**src/inc/rst_ctl_pkg.sv**
```systemverilog
/*
 * package for the reset source controller: register map, field positions,
 * protect codes, timing figures and carrier structs.
 * assumes a 200 MHz clock and a simple strobe register port.
 */
`default_nettype none
package rst_ctl_pkg;
	// =====================================================================
	// register map
	localparam logic [3:0] ADDR_CAUSE = 4'h0;
	localparam logic [3:0] ADDR_SYSCFG3 = 4'h1;
	localparam logic [3:0] ADDR_PROTECT = 4'h2;
	localparam logic [3:0] ADDR_STATUS = 4'h3;
	// =====================================================================
	// field positions of the cause and SYSCFG3 registers, cause reset value and protect codes
	localparam int CAUSE_VOLT = 0;
	localparam int CAUSE_WDT = 1;
	localparam int CAUSE_CLK = 2;
	localparam int CAUSE_TRIM = 3;
	localparam int CAUSE_FLASH = 4;
	localparam int TRIM_FAULT = 5;
	localparam int CLEAR_REQ = 7;
	localparam int CFG3_EXT_RESET_DISABLE_BIT = 0;
	localparam logic [7:0] CAUSE_RESET = 8'h00;
	localparam logic [7:0] PROT_CODE_CLEAR = 8'h71;
	localparam logic [7:0] PROT_CODE_PINFN = 8'hB2;
	// =====================================================================
	// timing
	localparam int CLK_MHZ = 200;
	localparam int PIN_LOW_NS = 5000;
	localparam int PIN_LOW_CYC = (PIN_LOW_NS * CLK_MHZ + 999) / 1000;
	localparam int WARMUP_CYC = 4096;
	localparam int SYNC_STAGES = 2;
	// =====================================================================
	// carriers
	typedef struct packed {
		logic volt;
		logic wdt;
		logic clk;
		logic flash;
	} int_src_s;
	typedef struct packed {
		logic wr;
		logic rd;
		logic [3:0] addr;
		logic [7:0] wdata;
	} reg_req_s;
endpackage : rst_ctl_pkg
`default_nettype wire

```
**src/rtl/reset_source_control.sv**
```systemverilog
/*
 * reset source controller: pin reset filter, internal reset factors,
 * warm-up sequencing with trim load, cause register and protected writes.
 * assumes power-on reset arrives on i_rst_b and all inputs are synchronous.
 */
`timescale 1ns/10ps
`default_nettype none
// Contract
// pin must stay low at least 5 us before reset is taken.
// pin rising edge starts warm-up; core released after it ends.
// voltage detect event raises an internal reset.
// watchdog overflow raises an internal reset.
// deadlocking oscillator setting raises an internal reset.
// trim bits are loaded and latched during warm-up.
// abnormal loaded trim bits set the trim fault flag.
// latched trim bits corrupted in operation raise an internal reset.
// flash access while in standby raises an internal reset.
// cause register shows which internal factor caused the reset.
// among resets, cause register cleared only by pin or power-on reset.
// clear request then code 0x71 clears the whole cause register.
// clear request bit returns to zero after the clear.
// software issues request and code back to back in normal mode.
// disable bit one then code 0xB2 makes the pin a port.
// disable bit zero then code 0xB2 restores pin reset.
// board keeps pin high through power-up and warm-up when a port.
// software sets pin as pulled-up input before reassignment.
// pin function switched only while the pin is high.
// 0xB2 commit done in single clock normal mode.
// power-on and pin reset are combined by OR.
// one system reset covers all enabled sources, then warm-up.
module reset_source_control #(
	parameter int WARMUP_CYCLES = rst_ctl_pkg::WARMUP_CYC,
	parameter int TRIM_W = 8
) (
	input wire logic i_mclk,
	input wire logic i_rst_b,
	input wire logic i_ce,
	input wire logic i_reset_pin_b,
	input wire rst_ctl_pkg::int_src_s i_src,
	input wire logic [TRIM_W-1:0] i_trim_nvm,
	input wire logic i_trim_nvm_ok,
	input wire logic [TRIM_W-1:0] i_trim_check,
	input wire logic i_wr,
	input wire logic i_rd,
	input wire logic [3:0] i_addr,
	input wire logic [7:0] i_wdata,
	output logic [7:0] o_rdata,
	output logic o_sys_rst_b,
	output logic o_warmup,
	output logic [TRIM_W-1:0] o_trim,
	output logic o_pin_is_port
);
	initial
	begin
		if (WARMUP_CYCLES < 2 || TRIM_W < 1)
			$error("reset_source_control: bad parameter");
	end

	// =====================================================================
	// pin filter and reset request
	localparam int LOWW = $clog2(rst_ctl_pkg::PIN_LOW_CYC + 1);
	localparam int WUW = $clog2(WARMUP_CYCLES + 1);
	localparam logic [LOWW-1:0] LOW_MAX = LOWW'(rst_ctl_pkg::PIN_LOW_CYC);
	localparam logic [WUW-1:0] WU_MAX = WUW'(WARMUP_CYCLES);

	typedef enum logic [1:0] {ST_RESET, ST_WARMUP, ST_RUN} seq_e;

	logic [LOWW-1:0] low_cnt_q, low_cnt_d;
	logic pin_rst_q, pin_rst_d;
	logic [WUW-1:0] wu_cnt_q, wu_cnt_d;
	seq_e st_q, st_d;
	logic [7:0] cause_q, cause_d;
	logic ext_reset_disable_q, ext_reset_disable_d;
	logic ext_reset_disable_shadow_q, ext_reset_disable_shadow_d;
	logic [TRIM_W-1:0] trim_q, trim_d;
	logic [7:0] rdata_q, rdata_d;
	logic int_rst_q, int_rst_d;
	logic [4:0] int_cause;
	logic int_any;
	logic trim_bad;

	function automatic logic is_wr(input logic wr, input logic [3:0] a, input logic [3:0] t);
		is_wr = wr && (a == t);
	endfunction : is_wr

	// the filter counts only while the pin is low; a short glitch is ignored
	always_comb
	begin
		low_cnt_d = low_cnt_q;
		pin_rst_d = pin_rst_q;
		if (ext_reset_disable_q || i_reset_pin_b)
		begin
			low_cnt_d = '0;
			pin_rst_d = 1'b0;
		end
		else if (low_cnt_q != LOW_MAX)
			low_cnt_d = low_cnt_q + 1'b1;
		else
			pin_rst_d = 1'b1;
	end

	// =====================================================================
	// internal factors
	assign trim_bad = (st_q == ST_RUN) && (trim_q != i_trim_check);
	always_comb
	begin
		int_cause = '0;
		int_cause[rst_ctl_pkg::CAUSE_VOLT] = i_src.volt;
		int_cause[rst_ctl_pkg::CAUSE_WDT] = i_src.wdt;
		int_cause[rst_ctl_pkg::CAUSE_CLK] = i_src.clk;
		int_cause[rst_ctl_pkg::CAUSE_TRIM] = trim_bad;
		int_cause[rst_ctl_pkg::CAUSE_FLASH] = i_src.flash;
	end
	assign int_any = |int_cause;

	// =====================================================================
	// sequencer: reset, warm-up with trim load, run
	always_comb
	begin
		st_d = st_q;
		wu_cnt_d = wu_cnt_q;
		trim_d = trim_q;
		int_rst_d = 1'b0;
		case (st_q)
			ST_RESET:
			begin
				wu_cnt_d = '0;
				if (!pin_rst_q && !int_rst_q)
					st_d = ST_WARMUP;
			end
			ST_WARMUP:
			begin
				if (wu_cnt_q == '0)
					trim_d = i_trim_nvm;
				wu_cnt_d = wu_cnt_q + 1'b1;
				if (wu_cnt_q == WU_MAX - 1'b1)
					st_d = ST_RUN;
			end
			ST_RUN: ;
			default: st_d = ST_RESET;
		endcase
		if (pin_rst_q)
			st_d = ST_RESET;
		if (int_any && st_q == ST_RUN)
		begin
			int_rst_d = 1'b1;
			st_d = ST_RESET;
		end
	end

	// =====================================================================
	// registers: cause, protected settings, read port
	always_comb
	begin
		cause_d = cause_q;
		ext_reset_disable_d = ext_reset_disable_q;
		ext_reset_disable_shadow_d = ext_reset_disable_shadow_q;
		rdata_d = '0;
		if (pin_rst_q)
			cause_d = rst_ctl_pkg::CAUSE_RESET;
		else
		begin
			if (is_wr(i_wr, i_addr, rst_ctl_pkg::ADDR_CAUSE))
				cause_d[rst_ctl_pkg::CLEAR_REQ] = i_wdata[rst_ctl_pkg::CLEAR_REQ];
			if (is_wr(i_wr, i_addr, rst_ctl_pkg::ADDR_PROTECT)
				&& i_wdata == rst_ctl_pkg::PROT_CODE_CLEAR
				&& cause_q[rst_ctl_pkg::CLEAR_REQ])
				cause_d = '0;
			// new factor wins over a simultaneous clear
			if (int_any && st_q == ST_RUN)
				cause_d[4:0] = cause_d[4:0] | int_cause;
			if (st_q == ST_WARMUP && wu_cnt_q == '0 && !i_trim_nvm_ok)
				cause_d[rst_ctl_pkg::TRIM_FAULT] = 1'b1;
		end
		if (is_wr(i_wr, i_addr, rst_ctl_pkg::ADDR_SYSCFG3))
			ext_reset_disable_shadow_d = i_wdata[rst_ctl_pkg::CFG3_EXT_RESET_DISABLE_BIT];
		if (is_wr(i_wr, i_addr, rst_ctl_pkg::ADDR_PROTECT)
			&& i_wdata == rst_ctl_pkg::PROT_CODE_PINFN)
			ext_reset_disable_d = ext_reset_disable_shadow_q;
		if (i_rd)
		begin
			case (i_addr)
				rst_ctl_pkg::ADDR_CAUSE: rdata_d = cause_q;
				rst_ctl_pkg::ADDR_SYSCFG3: rdata_d = {7'h00, ext_reset_disable_shadow_q};
				rst_ctl_pkg::ADDR_STATUS: rdata_d = {5'h00, ext_reset_disable_q, st_q};
				default: rdata_d = '0;
			endcase
		end
	end

	always_ff @(posedge i_mclk or negedge i_rst_b)
	begin
		if (!i_rst_b)
		begin
			low_cnt_q <= '0;
			pin_rst_q <= 1'b0;
			wu_cnt_q <= '0;
			st_q <= ST_RESET;
			cause_q <= rst_ctl_pkg::CAUSE_RESET;
			ext_reset_disable_q <= 1'b0;
			ext_reset_disable_shadow_q <= 1'b0;
			trim_q <= '0;
			rdata_q <= '0;
			int_rst_q <= 1'b0;
		end
		else if (i_ce)
		begin
			low_cnt_q <= low_cnt_d;
			pin_rst_q <= pin_rst_d;
			wu_cnt_q <= wu_cnt_d;
			st_q <= st_d;
			cause_q <= cause_d;
			ext_reset_disable_q <= ext_reset_disable_d;
			ext_reset_disable_shadow_q <= ext_reset_disable_shadow_d;
			trim_q <= trim_d;
			rdata_q <= rdata_d;
			int_rst_q <= int_rst_d;
		end
	end

	assign o_rdata = rdata_q;
	assign o_sys_rst_b = (st_q == ST_RUN);
	assign o_warmup = (st_q == ST_WARMUP);
	assign o_trim = trim_q;
	assign o_pin_is_port = ext_reset_disable_q;

	// =====================================================================
	// checks
	pin_filter_a: assert property (@(posedge i_mclk) disable iff (!i_rst_b)
		$rose(pin_rst_q) |-> $past(low_cnt_q) == LOW_MAX)
		else $error("pin reset taken before filter time");
	warmup_entry_a: assert property (@(posedge i_mclk) disable iff (!i_rst_b)
		$rose(o_sys_rst_b) |-> $past(st_q) == ST_WARMUP)
		else $error("run entered without warm-up");
	int_reset_a: assert property (@(posedge i_mclk) disable iff (!i_rst_b)
		i_ce && o_sys_rst_b && int_any |=> !o_sys_rst_b)
		else $error("internal factor did not reset");
	cause_record_a: assert property (@(posedge i_mclk) disable iff (!i_rst_b)
		i_ce && o_sys_rst_b && i_src.wdt && !pin_rst_q |=> cause_q[rst_ctl_pkg::CAUSE_WDT])
		else $error("watchdog cause not recorded");
	pin_clear_a: assert property (@(posedge i_mclk) disable iff (!i_rst_b)
		i_ce && pin_rst_q |=> cause_q == rst_ctl_pkg::CAUSE_RESET)
		else $error("cause not cleared by pin reset");
	clear_seq_a: assert property (@(posedge i_mclk) disable iff (!i_rst_b)
		i_ce && !pin_rst_q && !(int_any && o_sys_rst_b) && !o_warmup
		&& is_wr(i_wr, i_addr, rst_ctl_pkg::ADDR_PROTECT)
		&& i_wdata == rst_ctl_pkg::PROT_CODE_CLEAR && cause_q[rst_ctl_pkg::CLEAR_REQ]
		|=> cause_q == 8'h00)
		else $error("cause clear sequence failed");
	pin_port_a: assert property (@(posedge i_mclk) disable iff (!i_rst_b)
		i_ce && is_wr(i_wr, i_addr, rst_ctl_pkg::ADDR_PROTECT)
		&& i_wdata == rst_ctl_pkg::PROT_CODE_PINFN |=> o_pin_is_port == $past(ext_reset_disable_shadow_q))
		else $error("pin function commit wrong");
	port_no_reset_a: assert property (@(posedge i_mclk) disable iff (!i_rst_b)
		ext_reset_disable_q |-> !pin_rst_q)
		else $error("port pin caused reset");

	// =====================================================================
	// sequencing and trim checks
	// the first warm-up cycle is the only load point, so a late check would miss it
	trim_latch_a: assert property (@(posedge i_mclk) disable iff (!i_rst_b)
		i_ce && o_warmup && wu_cnt_q == '0 |=> o_trim == $past(i_trim_nvm))
		else $error("trim not latched in warm-up");
	trim_fault_a: assert property (@(posedge i_mclk) disable iff (!i_rst_b)
		i_ce && !pin_rst_q && o_warmup && wu_cnt_q == '0 && !i_trim_nvm_ok
		|=> cause_q[rst_ctl_pkg::TRIM_FAULT])
		else $error("trim fault flag not set");
	trim_reset_a: assert property (@(posedge i_mclk) disable iff (!i_rst_b)
		i_ce && o_sys_rst_b && o_trim != i_trim_check |=> !o_sys_rst_b)
		else $error("corrupted trim did not reset");
	release_warmup_a: assert property (@(posedge i_mclk) disable iff (!i_rst_b)
		i_ce && st_q == ST_RESET && !pin_rst_q && !int_rst_q |=> o_warmup)
		else $error("warm-up not started on release");
	warmup_end_a: assert property (@(posedge i_mclk) disable iff (!i_rst_b)
		i_ce && o_warmup && wu_cnt_q == WU_MAX - 1'b1 && !pin_rst_q |=> o_sys_rst_b)
		else $error("run not entered after warm-up");
	pin_reset_a: assert property (@(posedge i_mclk) disable iff (!i_rst_b)
		i_ce && pin_rst_q |=> !o_sys_rst_b && !o_warmup)
		else $error("pin reset did not hold system");
	ce_freeze_a: assert property (@(posedge i_mclk) disable iff (!i_rst_b)
		!i_ce |=> $stable(st_q) && $stable(cause_q))
		else $error("state moved with clock enable low");

	// =====================================================================
	// cause recording and protected write checks
	volt_cause_a: assert property (@(posedge i_mclk) disable iff (!i_rst_b)
		i_ce && o_sys_rst_b && i_src.volt && !pin_rst_q
		|=> cause_q[rst_ctl_pkg::CAUSE_VOLT] && !o_sys_rst_b)
		else $error("voltage cause not recorded");
	clk_cause_a: assert property (@(posedge i_mclk) disable iff (!i_rst_b)
		i_ce && o_sys_rst_b && i_src.clk && !pin_rst_q
		|=> cause_q[rst_ctl_pkg::CAUSE_CLK] && !o_sys_rst_b)
		else $error("clock cause not recorded");
	flash_cause_a: assert property (@(posedge i_mclk) disable iff (!i_rst_b)
		i_ce && o_sys_rst_b && i_src.flash && !pin_rst_q
		|=> cause_q[rst_ctl_pkg::CAUSE_FLASH] && !o_sys_rst_b)
		else $error("flash cause not recorded");
	clear_req_drop_a: assert property (@(posedge i_mclk) disable iff (!i_rst_b)
		i_ce && !pin_rst_q && cause_q[rst_ctl_pkg::CLEAR_REQ]
		&& is_wr(i_wr, i_addr, rst_ctl_pkg::ADDR_PROTECT)
		&& i_wdata == rst_ctl_pkg::PROT_CODE_CLEAR |=> !cause_q[rst_ctl_pkg::CLEAR_REQ])
		else $error("clear request did not drop");
	pin_restore_a: assert property (@(posedge i_mclk) disable iff (!i_rst_b)
		i_ce && !ext_reset_disable_shadow_q && is_wr(i_wr, i_addr, rst_ctl_pkg::ADDR_PROTECT)
		&& i_wdata == rst_ctl_pkg::PROT_CODE_PINFN |=> !o_pin_is_port)
		else $error("pin reset not restored");
endmodule : reset_source_control
`default_nettype wire

```
**config.mk**
```make
export PLATFORM = sky130hd
export DESIGN_NAME = reset_source_control
export DESIGN_NICKNAME = d
export VERILOG_FILES = /design/src/inc/rst_ctl_pkg.sv /design/src/rtl/reset_source_control.sv
export SDC_FILE = /design/constraint.sdc
export NUM_CORES = 1
export LEC_CHECK = 0
export BUFFER_PORTS_ARGS = -buffer_cell sky130_fd_sc_hd__buf_2
export CAP_MARGIN = 20
export CORE_MARGIN = 1
export CORE_UTILIZATION = 34
export DETAILED_ROUTE_END_ITERATION = 6
export GPL_ROUTABILITY_DRIVEN = 1
export PLACE_DENSITY = 0.54
export RECOVER_POWER = 50
export SYNTH_ARGS = -nofsm -noshare
export SYNTH_HDL_FRONTEND = slang
export SYNTH_SLANG_ARGS = --single-unit
```
**constraint.sdc**
```tcl
create_clock -name i_mclk -period 1.78 [get_ports i_mclk]
set_input_delay 0.356 -clock i_mclk [delete_from_list [all_inputs] [get_ports i_mclk]]
set_output_delay 0.356 -clock i_mclk [all_outputs]
set_load 0.02 [all_outputs]
```
---- Word-level counts from Yosys, hierarchy flattened ----
Cells that the tools add are included.
operators by class
  add/subtract/negate cells ............... 2
  eq/ne operators ......................... 14
  multiplexer cells ....................... 19
  bitwise operators ....................... 1
  reduce and logical (&&, ||, !) cells .... 34
operators with widths
  kind                   count
  $mux 8                 4
  $pmux 13 s2            1
  $pmux 8 s3             1
  $mux 10                2
  $reduce_and 2->1       8
  $add 13x1->13 const B  1
  $eq 13x12->1 const B   1
  $logic_not 13->1       1
  $logic_and 1x1->1      11
  $add 10x1->10 const B  1
  $ne 10x10->1 const B   1
  $eq 4x2->1 const B     2
  $eq 8x7->1 const B     1
  $eq 8x8->1 const B     1
  $mux 2                 4
  $ne 8x8->1             1
  $pmux 2 s3             1
  $reduce_bool 2->1      3
  $reduce_bool 3->1      2
  $mux 1                 5
  $mux 5                 1
  $or 5x5->5             1
  $reduce_or 5->1        1
  $eq 4x1->1 const B     1
  12 further kinds       14
storage, ports and cells
  register bits after elaboration ......... 53
  input port bits ......................... 39
  output and inout bits ................... 19
  word-level logic and storage cells ...... 83

---- Depth between registers and ports, before layout ----
  depth in word-level cells ............... 9
  mapped depth ............................ 7
  depth with buffers taken out ............ 6

---- Worst setup path before layout ----
OpenSTA, ideal clock, no wires.
  path kind ............................... reg2reg
  start ................................... reg st_q[1]
  end ..................................... reg trim_q[0] (netlist: o_trim[0])
  arrival time ............................ 1.576 ns
  slack ................................... 0.079 ns
  stages on the path, launching flop included .. 7
  buffers on the path ..................... 2
  period minus slack after synthesis ...... 1.701 ns
  cell sequence ........................... dfrtp_1 > and2b_1 > buf_6 > nand2_4 > or3_1 > buf_6 > mux2_4
on the way
  longest elaborated chain between the ends .. 2
RTL lines
  item                               RTL line                     RTL
  start: declaration                 reset_source_control.sv:71   seq_e st_q, st_d;
  start signal: assignment           reset_source_control.sv:211  st_q <= st_d;
  $eq 2x1->1                         reset_source_control.sv:124  case (st_q)
  $reduce_and 3->1 (no source line)  --
  end signal: assignment             reset_source_control.sv:215  trim_q <= trim_d;
  end: declaration                   reset_source_control.sv:75   logic [TRIM_W-1:0] trim_q, trim_d;
Every way passes these cells.
A chain may end at the register's enable or synchronous reset.

---- Final worst setup path ----
  start ................................... reg wu_cnt_q[6]
  end ..................................... reg trim_q[3] (netlist: o_trim[3])
on the way
  longest elaborated chain between the ends .. 2
RTL lines
  item                               RTL line                     RTL
  start: declaration                 reset_source_control.sv:70   logic [WUW-1:0] wu_cnt_q, wu_cnt_d;
  start signal: assignment           reset_source_control.sv:210  wu_cnt_q <= wu_cnt_d;
  $logic_not 13->1                   reset_source_control.sv:133  if (wu_cnt_q == '0)
  $reduce_and 3->1 (no source line)  --
Every way passes these cells.

==> metrics.cfg <==
[logic_synthesis]
synthCells = 259
synth_ff_type = dfrtp_1
synth_edf_count = 0
yosys.area.top_type = dfrtp_1
synth_area_um2 = 2680
syn_nets = 302
synth.top_cell.area_share = 0.4855
yosysWarnings = 0
syn_area_per_cell_um2 = 10.35
synth.area.top_cells = dfrtp_1 (49%), mux2_4 (4.5%), a22o_1 (3.9%)
ys_seq_area_frac = 0.4855
ys_types = 50
async_flop_share = 1.000
ys_seq_elements = 52

[finish]
area_delta_synth_final_pct = 29.83
layout_commonest_cell = buf_2
final_cells = 454
drive_above_1_share = 0.3665
diodes = 0
layout.nets = 394
nFillCells = 776
mostFrequentLayoutCells = buf_2 (57), dfrtp_1 (51), buf_4 (31)

[floorplanning]
core_um2 = 7687
rows = 32
initial_core_util = 0.3486
die_h_um = 90.79
io_pins = 58
dieArea_um2 = 8242
die_w_um = 90.79

[sta]
fin_skew_ns = 0.009000
slew_headroom = 0.1078
drv_slew = 0
setup_viol = 0
rsz0062_at_grt = true
finalCriticalPeriod_ns = 1.724
fmax_mhz = 580.2
finalWorstSetupSlack_ns = 0.05633
post-route-period-util = 0.9684
finalHoldViolations = 0
worst_pin_slew_ns = 1.338

[clock_tree]
clk_pin_slew_ns = 0.11
clock_latency_ns = 0.31
cts-root-buf = clkbuf_8
cts_tree = built
cts_buffers = 5
htree_levels = 2
cts_sinks = 52
cts_buffer_depth = 2
hold_buffers = 0

[grt]
overflow = 0
grt_max_degree = 53
grt_pass1_wl_um = 10010
grt_pass1_vias = 2157
grt_antenna_before_repair = 0
grt_usage = 0.1492

[drt]
dr_wl_met3_um = 170
drt-initial-drc-count = 94
top_layer = met4
finalWirelength_um = 6044
drtAntennaViolNets = 0
wl_met1_um = 2989
vias = 2279
drcViolationCount = 0
vias_per_cell = 5.020
wl_per_cell_um = 13.31
wl_met2_um = 2823
dr.pass1.iters = 5

[hold_path]
hold_class = input port to flop

[critical_path]
crit_required_ns = 1.99
cp_slowest_cell = dfrtp_1
path_cells = nor4_4 > nand3_1 > or3_4 > buf_6 > mux2_4
cp.arrival_ns = 1.93
cp-end-kind = flop
cp-start-kind = flop
reg2reg_slack_ns = 0.06
slowest_delay_ns = 0.42
crit_fanout = 5
crit_type = flop to flop

[pwr]
leakage_uw = 0.001679
vdd.ir_drop.worst_mv = 0.4232
power_density_nw_per_um2 = 793.5

[placement]
dpl.hpwl_um = 4326
place_ws_ns = -0.1228
io_buffers = 57
gp_congestion = 0.7764
dp.cells = 443

[run_status]
status = completed

[run]
drv_cap = 0

-- logic make-up (layout without fill, tap and decap cells) --
kind of cell / Yosys count / count (layout) / share of synthesized area
compound gates: 52 / 52 / 0.1354
xor+xnor: 16 / 16 / 0.05229
fa+ha+maj: 4 / 4 / 0.01867
buf+inv: 20 / 113 / 0.03548
flops: 52 / 52 / 0.4855
mux: 13 / 13 / 0.06536
simple gates: 102 / 102 / 0.2073
-- cell type report --
class,count,area [um2],share of cell area
timing repair buffer,94,573.1,0.1647
clock buffer,5,68.82,0.01978
clock inverter,3,26.28,0.007551
tap,102,127.6,0.03668
multi-input combinational,187,1336,0.3840
inverter,11,45.04,0.01294
sequential,52,1303,0.3743
-- final timing paths --
path / startpoint / to / cells past startpoint
setup / recovery: wu_cnt_q[6]$_DFFE_PN0P_ / o_trim[3]$_DFFE_PN0P_ / 5
hold / removal: i_trim_nvm[7] / o_trim[7]$_DFFE_PN0P_ / 2
setup reg to reg: wu_cnt_q[6]$_DFFE_PN0P_ / o_trim[3]$_DFFE_PN0P_ / 5
hold reg to reg: o_rdata[2]$_DFFE_PN0P_ / o_rdata[2]$_DFFE_PN0P_ / 1
max in group asynchronous: i_rst_b / st_q[0]$_DFFE_PN0P_ / 2
min in group asynchronous: i_rst_b / ext_reset_disable_shadow_q$_DFFE_PN0P_ / 2
-- Yosys cell counts (7+ instances only) --
library cell and n:
a22o_1 12, nor3_1 11, nand2_1 14, nand4_1 7, xor2_1 12, and3_1 7, a21oi_1 8, nor2_1 24
nor4_1 8, dfrtp_1 52, nand3_1 10, o21ai_0 15, mux2_4 8, inv_1 11
-- worst max-delay path, delay by kind of cell (launching register included) --
kind	cells	cell delay, ns
and+or+nand+nor	3	0.75
DFF	1	0.42
muxes	1	0.29
buffers and inverters	1	0.15
-- flip-flops by register name (all words and copies together) (netlist names), 2 cells and up --
name       cells
low_cnt_q     10
cause_q        7
st_q           2
wu_cnt_q      13
o_rdata        8
o_trim         8
-- metrics by stage --
step / util / setup TNS, ns / hold WS, ns / instance area [um2] / power, uW
global route: 0.4526 / -0.2736 / 0.2499 / 3480 / 2917
floorplan: - / 0 / 0.06041 / 2680 / 1727
finish: 0.4526 / 0 / 0.2646 / 3480 / 2761
CTS: 0.4455 / 0 / 0.02684 / 3425 / 2753
detailed placement: 0.4318 / -1.025 / 0.3758 / 3319 / 2012
global placement: 0.4318 / -0.8729 / 0.3771 / 3319 / 2002
-- routing by layer --
metal	vias to the layer above	global-route usage
li1	1130	-
met1	1096	0.2057
met2	46	0.2443
met3	7	0.02525
met4	0	0.03571
met5	-	0
-- what timing repair did --
item	4_1_cts	5_1_grt
buffers inserted	0	2
gates cloned	0	1
gates resized for setup	2	15
endpoints found under the setup margin	8	10
-- power by group --
part / switching (uW) / total [uW] / internal, uW
sequential: 99.6 / 1400 / 1300
combinational: 305 / 635 / 330
clock: 437 / 728 / 291
No activity file was read; power rests on OpenSTA's default activity.
